[config.mk]
export PLATFORM = sky130hd
export DESIGN_NAME = ptm_regs
export DESIGN_NICKNAME = d
export VERILOG_FILES = /design/src/rtl/ptm_regs.v
export VERILOG_INCLUDE_DIRS = /design/src /design/src/rtl
export SDC_FILE = /design/constraint.sdc
export NUM_CORES = 2
export LEC_CHECK = 0
export BUFFER_PORTS_ARGS = -buffer_cell sky130_fd_sc_hd__buf_2
export CAP_MARGIN = 20
export CORE_MARGIN = 1
export CORE_UTILIZATION = 35
export DETAILED_ROUTE_END_ITERATION = 7
export PLACE_DENSITY = 0.55
export RECOVER_POWER = 100
export SLEW_MARGIN = 40
export SYNTH_ARGS = -nofsm -noshare
export SYNTH_HDL_FRONTEND = slang
export SYNTH_SLANG_ARGS = --single-unit
[constraint.sdc]
create_clock -name sys_clk -period 25.5 [get_ports sys_clk]
set_clock_uncertainty 0.1 [all_clocks]
set_input_delay 1.275 -clock sys_clk [delete_from_list [all_inputs] [get_ports sys_clk]]
set_output_delay 1.275 -clock sys_clk [all_outputs]
set_load 0.03 [all_outputs]
[src/rtl/ptm_consts.vh]
`ifndef PTM_CONSTS_VH
`define PTM_CONSTS_VH

// path count and per-path register width
`define PTM_NPATH        12
`define PTM_REG_W        16
`define PTM_CFG_W        7
`define PTM_PADDR_W      10

// register indices; byte address is four times the index
`define PTM_IDX_ADDR     8'hC0
`define PTM_IDX_DATA     8'hC1
`define PTM_IDX_USTATE   8'hC2
`define PTM_IDX_UMASK    8'hC3
`define PTM_IDX_UEVENT   8'hC4
`define PTM_IDX_MSTATE   8'hC5
`define PTM_IDX_MMASK    8'hC6
`define PTM_IDX_MEVENT   8'hC7

// indirect address register fields
`define PTM_IA_BUSY      15
`define PTM_IA_RNW       14
`define PTM_IA_LOC_HI    13
`define PTM_IA_LOC_LO    6
`define PTM_IA_PATH_HI   3
`define PTM_IA_PATH_LO   0

// indirect location of the trace configuration word
`define PTM_LOC_CFG      8'h00

// trace configuration word fields
`define PTM_CFG_CRLF     6
`define PTM_CFG_ZERO     5
`define PTM_CFG_FIVE_FRAME_PERSISTENCE     4
`define PTM_CFG_SYNC_DISABLE   3
`define PTM_CFG_SHORT    2
`define PTM_CFG_ALGO_HI  1
`define PTM_CFG_ALGO_LO  0
`define PTM_CFG_RESET    7'h00

// algorithm codes
`define PTM_ALGO_OFF     2'h0
`define PTM_ALGO_1       2'h1
`define PTM_ALGO_2       2'h2
`define PTM_ALGO_3       2'h3

// detection figures
`define PTM_A1_HIST      20
`define PTM_A1_CLR_MIN   5'h10
`define PTM_A2_MSGS      4'h8
`define PTM_A2_PER_LONG  3'h5
`define PTM_A2_PER_SHORT 3'h3
`define PTM_A3_WIN_LAST  4'hF
`define PTM_A3_WINS      2'h3
`define PTM_A3_SAME      6'h30

// indirect access time in clocks, at most 22
`define PTM_BUSY_MAX     22
`define PTM_BUSY_CYC     5'h04

`endif

[src/rtl/ptm_regs.v]
// The implementer's own choice: the APB slave port.
`timescale 1ns/1ns
`default_nettype none
`include "ptm_consts.vh"

// Notes on behaviour
// - indirect read copies selected path's configuration word, zero-extended to 16 bits, into the data register
// - indirect write takes data register contents, started by address register write
// - algorithm 1 holds all unstable bits at zero
// - algorithm 2 sets unstable after 8 messages with differences, no persistence
// - algorithm 2 clears unstable when a persistent message appears
// - algorithm 3 sets unstable on errors in three consecutive 16-byte windows
// - algorithm 3 clears unstable after same byte for 48 frames
// - pending event with enable set asserts the interrupt, cleared enable blocks it
// - unstable event bit sets on each status change, read clears the bits it returned
// - mismatch event bit sets on each status change, read clears the bits it returned
// - algorithm 1 sets mismatch when none of last 20 messages match
// - algorithm 1 clears mismatch when 16 of last 20 messages match
// - algorithm 2 mismatch follows accepted versus expected comparison
// - algorithm 3 holds all mismatch bits at zero
// - configuration word at indirect location 00, seven bits in six fields, default zero
// - algorithm field 00 off, 01 first, 10 second algorithm
// - algorithm off forces status and defect outputs low; 11 selects third
// - address write raises busy, busy falls within 22 clocks
// - short-length bit picks 16-byte else 64-byte messages for algorithms 1, 2; the code only stores this bit, no logic reads it
// - persistence bit picks 5 multiframes, else 3
module ptm_regs (
   input  wire                       sys_clk,
   input  wire                       rst,
   input  wire                       psel,
   input  wire                       penable,
   input  wire                       pwrite,
   input  wire [`PTM_PADDR_W-1:0]    paddr,
   input  wire [31:0]                pwdata,
   output reg  [31:0]                prdata,
   output reg                        pready,
   output reg                        pslverr,
   input  wire                       msg_valid,
   input  wire [3:0]                 msg_path,
   input  wire                       msg_same_prev,
   input  wire                       msg_match_exp,
   input  wire                       msg_all_zero,
   input  wire                       byte_valid,
   input  wire [3:0]                 byte_path,
   input  wire                       byte_same_prev,
   output wire [`PTM_NPATH-1:0]      identifier_unstable_defect,
   output wire [`PTM_NPATH-1:0]      identifier_mismatch_defect,
   output reg                        irq_q
);

   localparam NP = `PTM_NPATH;
   localparam CW = `PTM_CFG_W;

   // population count of the algorithm 1 match history
   function [4:0] ones20;
      input [`PTM_A1_HIST-1:0] v;
      integer k;
      begin
         ones20 = 5'h00;
         for (k = 0; k < `PTM_A1_HIST; k = k + 1) begin
            ones20 = ones20 + {4'h0, v[k]};
         end
      end
   endfunction

   reg  [15:0]       indirect_location_select_q;
   reg  [15:0]       data_q;
   reg               busy_q;
   reg  [4:0]        bcnt_q;
   reg  [NP-1:0]     uen_q;
   reg  [NP-1:0]     men_q;
   wire [NP-1:0]     unst_w;
   wire [NP-1:0]     mism_w;
   wire [NP-1:0]     uev_w;
   wire [NP-1:0]     mev_w;
   wire [NP*CW-1:0]  cfg_all;

   // apb decode
   wire [7:0]  widx    = paddr[`PTM_PADDR_W-1:2];
   wire        aligned = (paddr[1:0] == 2'h0);
   wire        acc     = psel & penable & pready;
   wire        wr      = acc & pwrite & aligned;
   wire        rd      = acc & ~pwrite & aligned;
   wire        hit_a   = aligned & (widx == `PTM_IDX_ADDR);
   wire        hit_d   = aligned & (widx == `PTM_IDX_DATA);
   wire        hit_us  = aligned & (widx == `PTM_IDX_USTATE);
   wire        hit_um  = aligned & (widx == `PTM_IDX_UMASK);
   wire        hit_ue  = aligned & (widx == `PTM_IDX_UEVENT);
   wire        hit_ms  = aligned & (widx == `PTM_IDX_MSTATE);
   wire        hit_mm  = aligned & (widx == `PTM_IDX_MMASK);
   wire        hit_me  = aligned & (widx == `PTM_IDX_MEVENT);
   wire        mapped  = hit_a | hit_d | hit_us | hit_um | hit_ue | hit_ms | hit_mm | hit_me;
   wire        clr_u   = rd & hit_ue;
   wire        clr_m   = rd & hit_me;

   // indirect access decode
   wire [7:0]  loc      = indirect_location_select_q[`PTM_IA_LOC_HI:`PTM_IA_LOC_LO];
   wire [3:0]  ipath    = indirect_location_select_q[`PTM_IA_PATH_HI:`PTM_IA_PATH_LO];
   wire        done     = busy_q & (bcnt_q == 5'h00);
   wire        path_ok  = (ipath != 4'h0) & (ipath <= NP);
   wire [3:0]  pidx     = ipath - 4'h1;
   wire [CW-1:0] cfg_sel = cfg_all[pidx*CW +: CW];

   // read data mux, unused upper bits read zero
   reg [15:0] rmux;
   always @* begin
      rmux = 16'h0000;
      if (hit_a) begin
         rmux = {busy_q, indirect_location_select_q[14:0]};
      end else if (hit_d) begin
         rmux = data_q;
      end else if (hit_us) begin
         rmux = {4'h0, unst_w};
      end else if (hit_um) begin
         rmux = {4'h0, uen_q};
      end else if (hit_ue) begin
         rmux = {4'h0, uev_w};
      end else if (hit_ms) begin
         rmux = {4'h0, mism_w};
      end else if (hit_mm) begin
         rmux = {4'h0, men_q};
      end else if (hit_me) begin
         rmux = {4'h0, mev_w};
      end
   end

   // apb slave: one wait state, answer registered
   always @(posedge sys_clk or posedge rst) begin
      if (rst) begin
         pready  <= 1'b0;
         prdata  <= 32'h00000000;
         pslverr <= 1'b0;
      end else if (psel & penable & ~pready) begin
         pready  <= 1'b1;
         prdata  <= pwrite ? 32'h00000000 : {16'h0000, rmux};
         pslverr <= ~mapped;
      end else begin
         pready  <= 1'b0;
         pslverr <= 1'b0;
      end
   end

   // enables, indirect address and data registers
   always @(posedge sys_clk or posedge rst) begin
      if (rst) begin
         uen_q   <= {NP{1'b0}};
         men_q   <= {NP{1'b0}};
         indirect_location_select_q <= 16'h0000;
         data_q  <= 16'h0000;
         busy_q  <= 1'b0;
         bcnt_q  <= 5'h00;
      end else begin
         if (wr & hit_um) begin
            uen_q <= pwdata[NP-1:0];
         end
         if (wr & hit_mm) begin
            men_q <= pwdata[NP-1:0];
         end
         if (wr & hit_a & ~busy_q) begin
            indirect_location_select_q <= {1'b0, pwdata[14:6], 2'h0, pwdata[3:0]};
            busy_q  <= 1'b1;
            bcnt_q  <= `PTM_BUSY_CYC - 5'h01;
         end else if (busy_q) begin
            bcnt_q <= bcnt_q - 5'h01;
            if (done) begin
               busy_q <= 1'b0;
            end
         end
         if (done & indirect_location_select_q[`PTM_IA_RNW]) begin
            data_q <= (path_ok & (loc == `PTM_LOC_CFG)) ? {9'h000, cfg_sel} : 16'h0000;
         end else if (wr & hit_d) begin
            data_q <= pwdata[15:0];
         end
      end
   end

   wire cfg_wr = done & ~indirect_location_select_q[`PTM_IA_RNW] & (loc == `PTM_LOC_CFG);

   genvar g;
   generate
      for (g = 0; g < NP; g = g + 1) begin : path
         localparam [3:0] PID = g + 1;

         reg  [CW-1:0]             cfg_q;
         reg  [`PTM_A1_HIST-1:0]   hist_q;
         reg  [3:0]                a2cnt_q;
         reg                       a2diff_q;
         reg  [2:0]                per_q;
         reg                       accmis_q;
         reg                       w3act_q;
         reg                       w3err_q;
         reg  [3:0]                w3byte_q;
         reg  [1:0]                w3win_q;
         reg  [5:0]                same3_q;
         reg                       unst_q;
         reg                       mism_q;
         reg                       uev_q;
         reg                       mev_q;

         reg  [`PTM_A1_HIST-1:0]   hist_d;
         reg  [3:0]                a2cnt_d;
         reg                       a2diff_d;
         reg  [2:0]                per_d;
         reg                       accmis_d;
         reg                       w3act_d;
         reg                       w3err_d;
         reg  [3:0]                w3byte_d;
         reg  [1:0]                w3win_d;
         reg  [5:0]                same3_d;
         reg                       unst_d;
         reg                       mism_d;
         reg  [4:0]                nmatch;

         wire [1:0] algo  = cfg_q[`PTM_CFG_ALGO_HI:`PTM_CFG_ALGO_LO];
         wire       hit_m = msg_valid & (msg_path == PID);
         wire       hit_b = byte_valid & (byte_path == PID);
         // all-zero message counts as match unless validation enabled
         wire       match = msg_match_exp | (msg_all_zero & ~cfg_q[`PTM_CFG_ZERO]);
         wire [2:0] need  = cfg_q[`PTM_CFG_FIVE_FRAME_PERSISTENCE] ? `PTM_A2_PER_LONG : `PTM_A2_PER_SHORT;
         wire       berr  = ~byte_same_prev;

         // detection next state for all three algorithms
         always @* begin
            hist_d   = hist_q;
            a2cnt_d  = a2cnt_q;
            a2diff_d = a2diff_q;
            per_d    = per_q;
            accmis_d = accmis_q;
            w3act_d  = w3act_q;
            w3err_d  = w3err_q;
            w3byte_d = w3byte_q;
            w3win_d  = w3win_q;
            same3_d  = same3_q;
            unst_d   = unst_q;
            mism_d   = mism_q;
            nmatch   = 5'h00;
            if (hit_m & (algo == `PTM_ALGO_1)) begin
               hist_d = {hist_q[`PTM_A1_HIST-2:0], match};
               nmatch = ones20(hist_d);
               if (nmatch == 5'h00) begin
                  mism_d = 1'b1;
               end else if (nmatch >= `PTM_A1_CLR_MIN) begin
                  mism_d = 1'b0;
               end
            end
            if (hit_m & (algo == `PTM_ALGO_2)) begin
               per_d = msg_same_prev ? ((per_q == `PTM_A2_PER_LONG) ? per_q : per_q + 3'h1) : 3'h1;
               if ((per_d == need) & (per_q != need)) begin
                  unst_d   = 1'b0;
                  a2cnt_d  = 4'h0;
                  a2diff_d = 1'b0;
                  accmis_d = ~match;
               end else begin
                  a2cnt_d  = (a2cnt_q == `PTM_A2_MSGS) ? a2cnt_q : a2cnt_q + 4'h1;
                  a2diff_d = a2diff_q | ~msg_same_prev;
                  if ((a2cnt_d == `PTM_A2_MSGS) & a2diff_d) begin
                     unst_d = 1'b1;
                  end
               end
            end
            if (algo == `PTM_ALGO_2) begin
               mism_d = accmis_d;
            end
            if (hit_b & (algo == `PTM_ALGO_3)) begin
               same3_d = byte_same_prev ? ((same3_q == `PTM_A3_SAME) ? same3_q : same3_q + 6'h01) : 6'h01;
               // window chain opens on first erroneous byte
               if (~w3act_q) begin
                  if (berr) begin
                     w3act_d  = 1'b1;
                     w3err_d  = 1'b1;
                     w3byte_d = 4'h1;
                     w3win_d  = 2'h0;
                  end
               end else begin
                  w3byte_d = w3byte_q + 4'h1;
                  w3err_d  = w3err_q | berr;
                  // any error in the third window completes the chain
                  if (berr & (w3win_q == `PTM_A3_WINS - 2'h1)) begin
                     unst_d  = 1'b1;
                     w3act_d = 1'b0;
                     w3win_d = 2'h0;
                  end else if (w3byte_q == `PTM_A3_WIN_LAST) begin
                     w3err_d = 1'b0;
                     if (w3err_q | berr) begin
                        w3win_d = w3win_q + 2'h1;
                     end else begin
                        w3act_d = 1'b0;
                        w3win_d = 2'h0;
                     end
                  end
               end
               if (same3_d == `PTM_A3_SAME) begin
                  unst_d = 1'b0;
               end
            end
            if (algo == `PTM_ALGO_1) begin
               unst_d = 1'b0;
            end
            if (algo == `PTM_ALGO_3) begin
               mism_d = 1'b0;
            end
            if (algo == `PTM_ALGO_OFF) begin
               unst_d = 1'b0;
               mism_d = 1'b0;
            end
         end

         // per-path state and event bits
         always @(posedge sys_clk or posedge rst) begin
            if (rst) begin
               cfg_q    <= `PTM_CFG_RESET;
               hist_q   <= {`PTM_A1_HIST{1'b0}};
               a2cnt_q  <= 4'h0;
               a2diff_q <= 1'b0;
               per_q    <= 3'h0;
               accmis_q <= 1'b0;
               w3act_q  <= 1'b0;
               w3err_q  <= 1'b0;
               w3byte_q <= 4'h0;
               w3win_q  <= 2'h0;
               same3_q  <= 6'h00;
               unst_q   <= 1'b0;
               mism_q   <= 1'b0;
               uev_q    <= 1'b0;
               mev_q    <= 1'b0;
            end else begin
               // configuration word store, length bit kept for the extractor
               if (cfg_wr & (ipath == PID)) begin
                  cfg_q <= data_q[CW-1:0];
               end
               hist_q   <= hist_d;
               a2cnt_q  <= a2cnt_d;
               a2diff_q <= a2diff_d;
               per_q    <= per_d;
               accmis_q <= accmis_d;
               w3act_q  <= w3act_d;
               w3err_q  <= w3err_d;
               w3byte_q <= w3byte_d;
               w3win_q  <= w3win_d;
               same3_q  <= same3_d;
               unst_q   <= unst_d;
               mism_q   <= mism_d;
               // unstable change event, read clears only the bits it returned
               uev_q <= (uev_q & ~(clr_u & prdata[g])) | (unst_d ^ unst_q);
               // mismatch change event, read clears only the bits it returned
               mev_q <= (mev_q & ~(clr_m & prdata[g])) | (mism_d ^ mism_q);
            end
         end

         assign unst_w[g]                = unst_q;
         assign mism_w[g]                = mism_q;
         assign uev_w[g]                 = uev_q;
         assign mev_w[g]                 = mev_q;
         assign cfg_all[g*CW +: CW]      = cfg_q;
      end
   endgenerate

   assign identifier_unstable_defect = unst_w;
   assign identifier_mismatch_defect = mism_w;

   always @(posedge sys_clk or posedge rst) begin
      if (rst) begin
         irq_q <= 1'b0;
      end else begin
         irq_q <= |((uev_w & uen_q) | (mev_w & men_q));
      end
   end

endmodule
`default_nettype wire

==> reports/metrics.cfg <==
[synth]
synth.distinct_cells = 94
synth-seq-cells = 714
ys.flop_type = dfrtp_1
synthTopCellsByArea = dfrtp_1, fa_1, o21ai_0
yosys.area.top_type = dfrtp_1
async_flop_share = 1.00
synth_edf_count = 0
yosysTopAreaCellShare = 0.412
syn_inst = 4590
seq_area_frac_synth = 0.412
avgSynthCellArea_um2 = 9.45
synth_area_um2 = 43400
yosys_warnings = 0

[grt]
antenna_found_initial = 12
overflow = 0
grt_pass1_wl_mm = 180
track_usage = 0.181
grt_pass1_vias = 31718
grt_max_degree = 144

[sta]
slew_headroom = -2.67
hold_violations = 0
max_freq_mhz = 79.4
rsz0062_at_grt = no
setup-tns-final_ps = 0
worst_pin_slew_ps = 5510
min_period_ps = 12590
setup_viol = 0
post-route-period-util = 0.494
finalMaxSlewViolations = 851
holdWs_ps = 372

[job]
cap_violations = 15

[cells_and_area]
fillerInstances = 12238
synthToLayoutAreaGrowth_pct = 10.2
mostFrequentLayoutCell = dfrtp_1
final_area_um2 = 47800
layout_common_cells = dfrtp_1, nand2_1, inv_1, o21ai_0, a21oi_1
num_antenna_cells = 0
utilization = 0.391
drive_gt1_frac = 0.0857
num-nets-final = 5010

[clock_tree]
cts_htree_levels = 3
cts_buffer_depth = 3
cts_tree = built
clock_latency_ps = 660
cts_setup_buffers = 0
postCtsHoldBufs = 0
clkSinkCount = 714
cts_resized = 0
root_buffer = clkbuf_16
cts_inserted_buffers = 83
path_clk_slew_ps = 60

[critical_path]
cp_slowest_cell = clkbuf_1
critPathLaunchType = input port
cp.arrival_ps = 12420
crit_chain = clkbuf_1 -> clkinvlp_2 -> clkbuf_1 -> clkbuf_1 -> clkbuf_1
cp.required_ps = 25330
timing.rr.end = path[10].mev_q$_DFF_PP0_
rrSetupSlack_ps = 20310
crit_type = in -> async
end_kind = async pin
slowest_delay_ps = 2810
crit_fanout = 101
crit_top_cell = clkbuf_1
ff2ff_path_depth = 16
rr_startpoint = path[10].hist_q[0]$_DFFE_PP0P_

[floorplanning]
start_util = 0.355
core_region_area_um2 = 122000
die-area_um2 = 125000
die_w_um = 354
die_h_um = 354
rows = 128
ios = 120

[detailed_routing]
vias = 32785
wirelength_mm = 113
drc = 0
post_drt_wl_per_cell_um = 18.0
ant_nets = 0
dr_wl_met3_mm = 7.47
m1WireLength_mm = 53.5
top_layer = met5
viasPerCell = 5.21
drt_iter0_markers = 2339
drtPass1Iterations = 5
routed-wl-met2_mm = 48.0

[pwr]
combPwrFrac = 0.036
clkPwrFrac = 0.502
p_switching_w = 0.000578
total_power_w = 0.00246
swShare = 0.235
powerDensity_nw_per_um2 = 51.5
p_int_w = 0.00188
leakagePower_nw = 21.6
p_seq_frac = 0.462
ir_worst_vdd_v = 0.0000541

[run_status]
failed_checks = max-capacitance violations, max-slew violations
status = complete, but fails checks

[hold_path]
hp-start = path[9].hist_q[8]$_DFFE_PP0P_
hold_class = reg -> reg
hold-path-cell-count = 2
min_to = path[9].hist_q[9]$_DFFE_PP0P_

[placement]
globalplace.congestion = 0.876
dpl-instance-area_um2 = 45300
numPortBuffers = 87
place_hpwl_mm = 82.3

==> final cells by class <==
type	instances	area (um2)	area share
flip-flops and latches	714	17900	0.373
repair buffers	123	559	0.0117
inverters	568	2130	0.0446
clock buffers	132	2590	0.0542
well taps	1625	2030	0.0425
multi-input cells	3106	22400	0.469
clock inverters	22	229	0.00479
==> Yosys cell counts, types with 17 or more instances <==
cell type,n
a2bb2oi_1,19
buf_2,22
o21ai_0,473
ha_1,185
and2_1,20
nor3_1,80
nand3_1,144
dfrtp_1,714
xor2_1,29
nor2_1,155
mux4_2,22
nor2b_1,57
nand2b_1,46
a22oi_1,26
clkbuf_1,143
a21boi_0,17
a32o_1,23
xnor2_1,27
o31ai_1,31
a22o_1,27
a21oi_1,194
nand2_1,609
inv_1,567
nor3b_1,23
mux2i_1,29
o22ai_1,37
fa_1,168
nand3b_1,40
nand4_1,40
a21o_1,41
and3_1,55
buf_4,41
a221oi_1,24
mux2_2,167
==> worst max-delay path, delay by kind of cell <==
kind                   cells  cell delay, ps
buffers and inverters      5           10870
==> how the worst max path moves through the flow <==
stage            startpoint                               to  slack (ps)  depth (start not counted)
2_1_floorplan           rst            bcnt_q[0]$_DFFE_PP0P_        4100                          1
3_3_place_gp   msg_all_zero         path[10].mev_q$_DFF_PP0_       19610                         15
3_5_place_dp   msg_all_zero         path[10].mev_q$_DFF_PP0_       19600                         15
4_1_cts        msg_all_zero         path[10].mev_q$_DFF_PP0_       20300                         15
5_1_grt                 rst  path[10].same3_q[3]$_DFFE_PP0P_       10450                          5
6_report                rst  path[10].same3_q[3]$_DFFE_PP0P_       12910                          5
==> flip-flops by register name (all words and copies together), names as in the netlist, 13 cells and up <==
signal                      cells
path.cfg_q                     84
path.same3_q                   72
data_q                         16
path.w3win_q                   24
prdata                         16
path.w3byte_q                  48
indirect_location_select_q     13
path.per_q                     36
path.hist_q                   228
path.a2cnt_q                   48
==> per-stage QoR <==
step / std cells / worst slack, ps
2_1_floorplan: 4605 / 4100
3_3_place_gp: 6135 / 19610
3_5_place_dp: 6135 / 19600
4_1_cts: 6289 / 20300
5_1_grt: 6290 / 10450
6_report: 6290 / 12910
==> per-layer routing <==
metal / vias up / track usage
met2: 736 / 0.269
met5: - / 0
met4: 12 / 0.0606
met1: 16100 / 0.259
li1: 15740 / -
met3: 197 / 0.0431
==> power groups by stage <==
| stage | Clock (W) | Combinational (W) | Sequential, W |
|---|---|---|---|
| 2_1_floorplan | 0 | 0.0000589 | 0.00116 |
| 3_3_place_gp | 0 | 0.0000925 | 0.00116 |
| 6_report | 0.00124 | 0.0000892 | 0.00114 |
| 4_1_cts | 0.00127 | 0.0000941 | 0.00114 |
| 3_5_place_dp | 0 | 0.0000938 | 0.00116 |
| 5_1_grt | 0.00131 | 0.000101 | 0.00114 |
==> cell families (layout without fill, tap and decap cells) <==
kind of cell	Yosys count	count (layout)	share of synthesized area
simple gates	1358	1358	0.152
compound gates	1101	1101	0.160
buf+inv	785	845	0.0721
flops	714	714	0.412
fa+ha+maj	353	353	0.131
mux	222	222	0.0627
xor+xnor	56	56	0.0113
other cells	1	16	0.0000864
(Power assumes the default switching activity.)
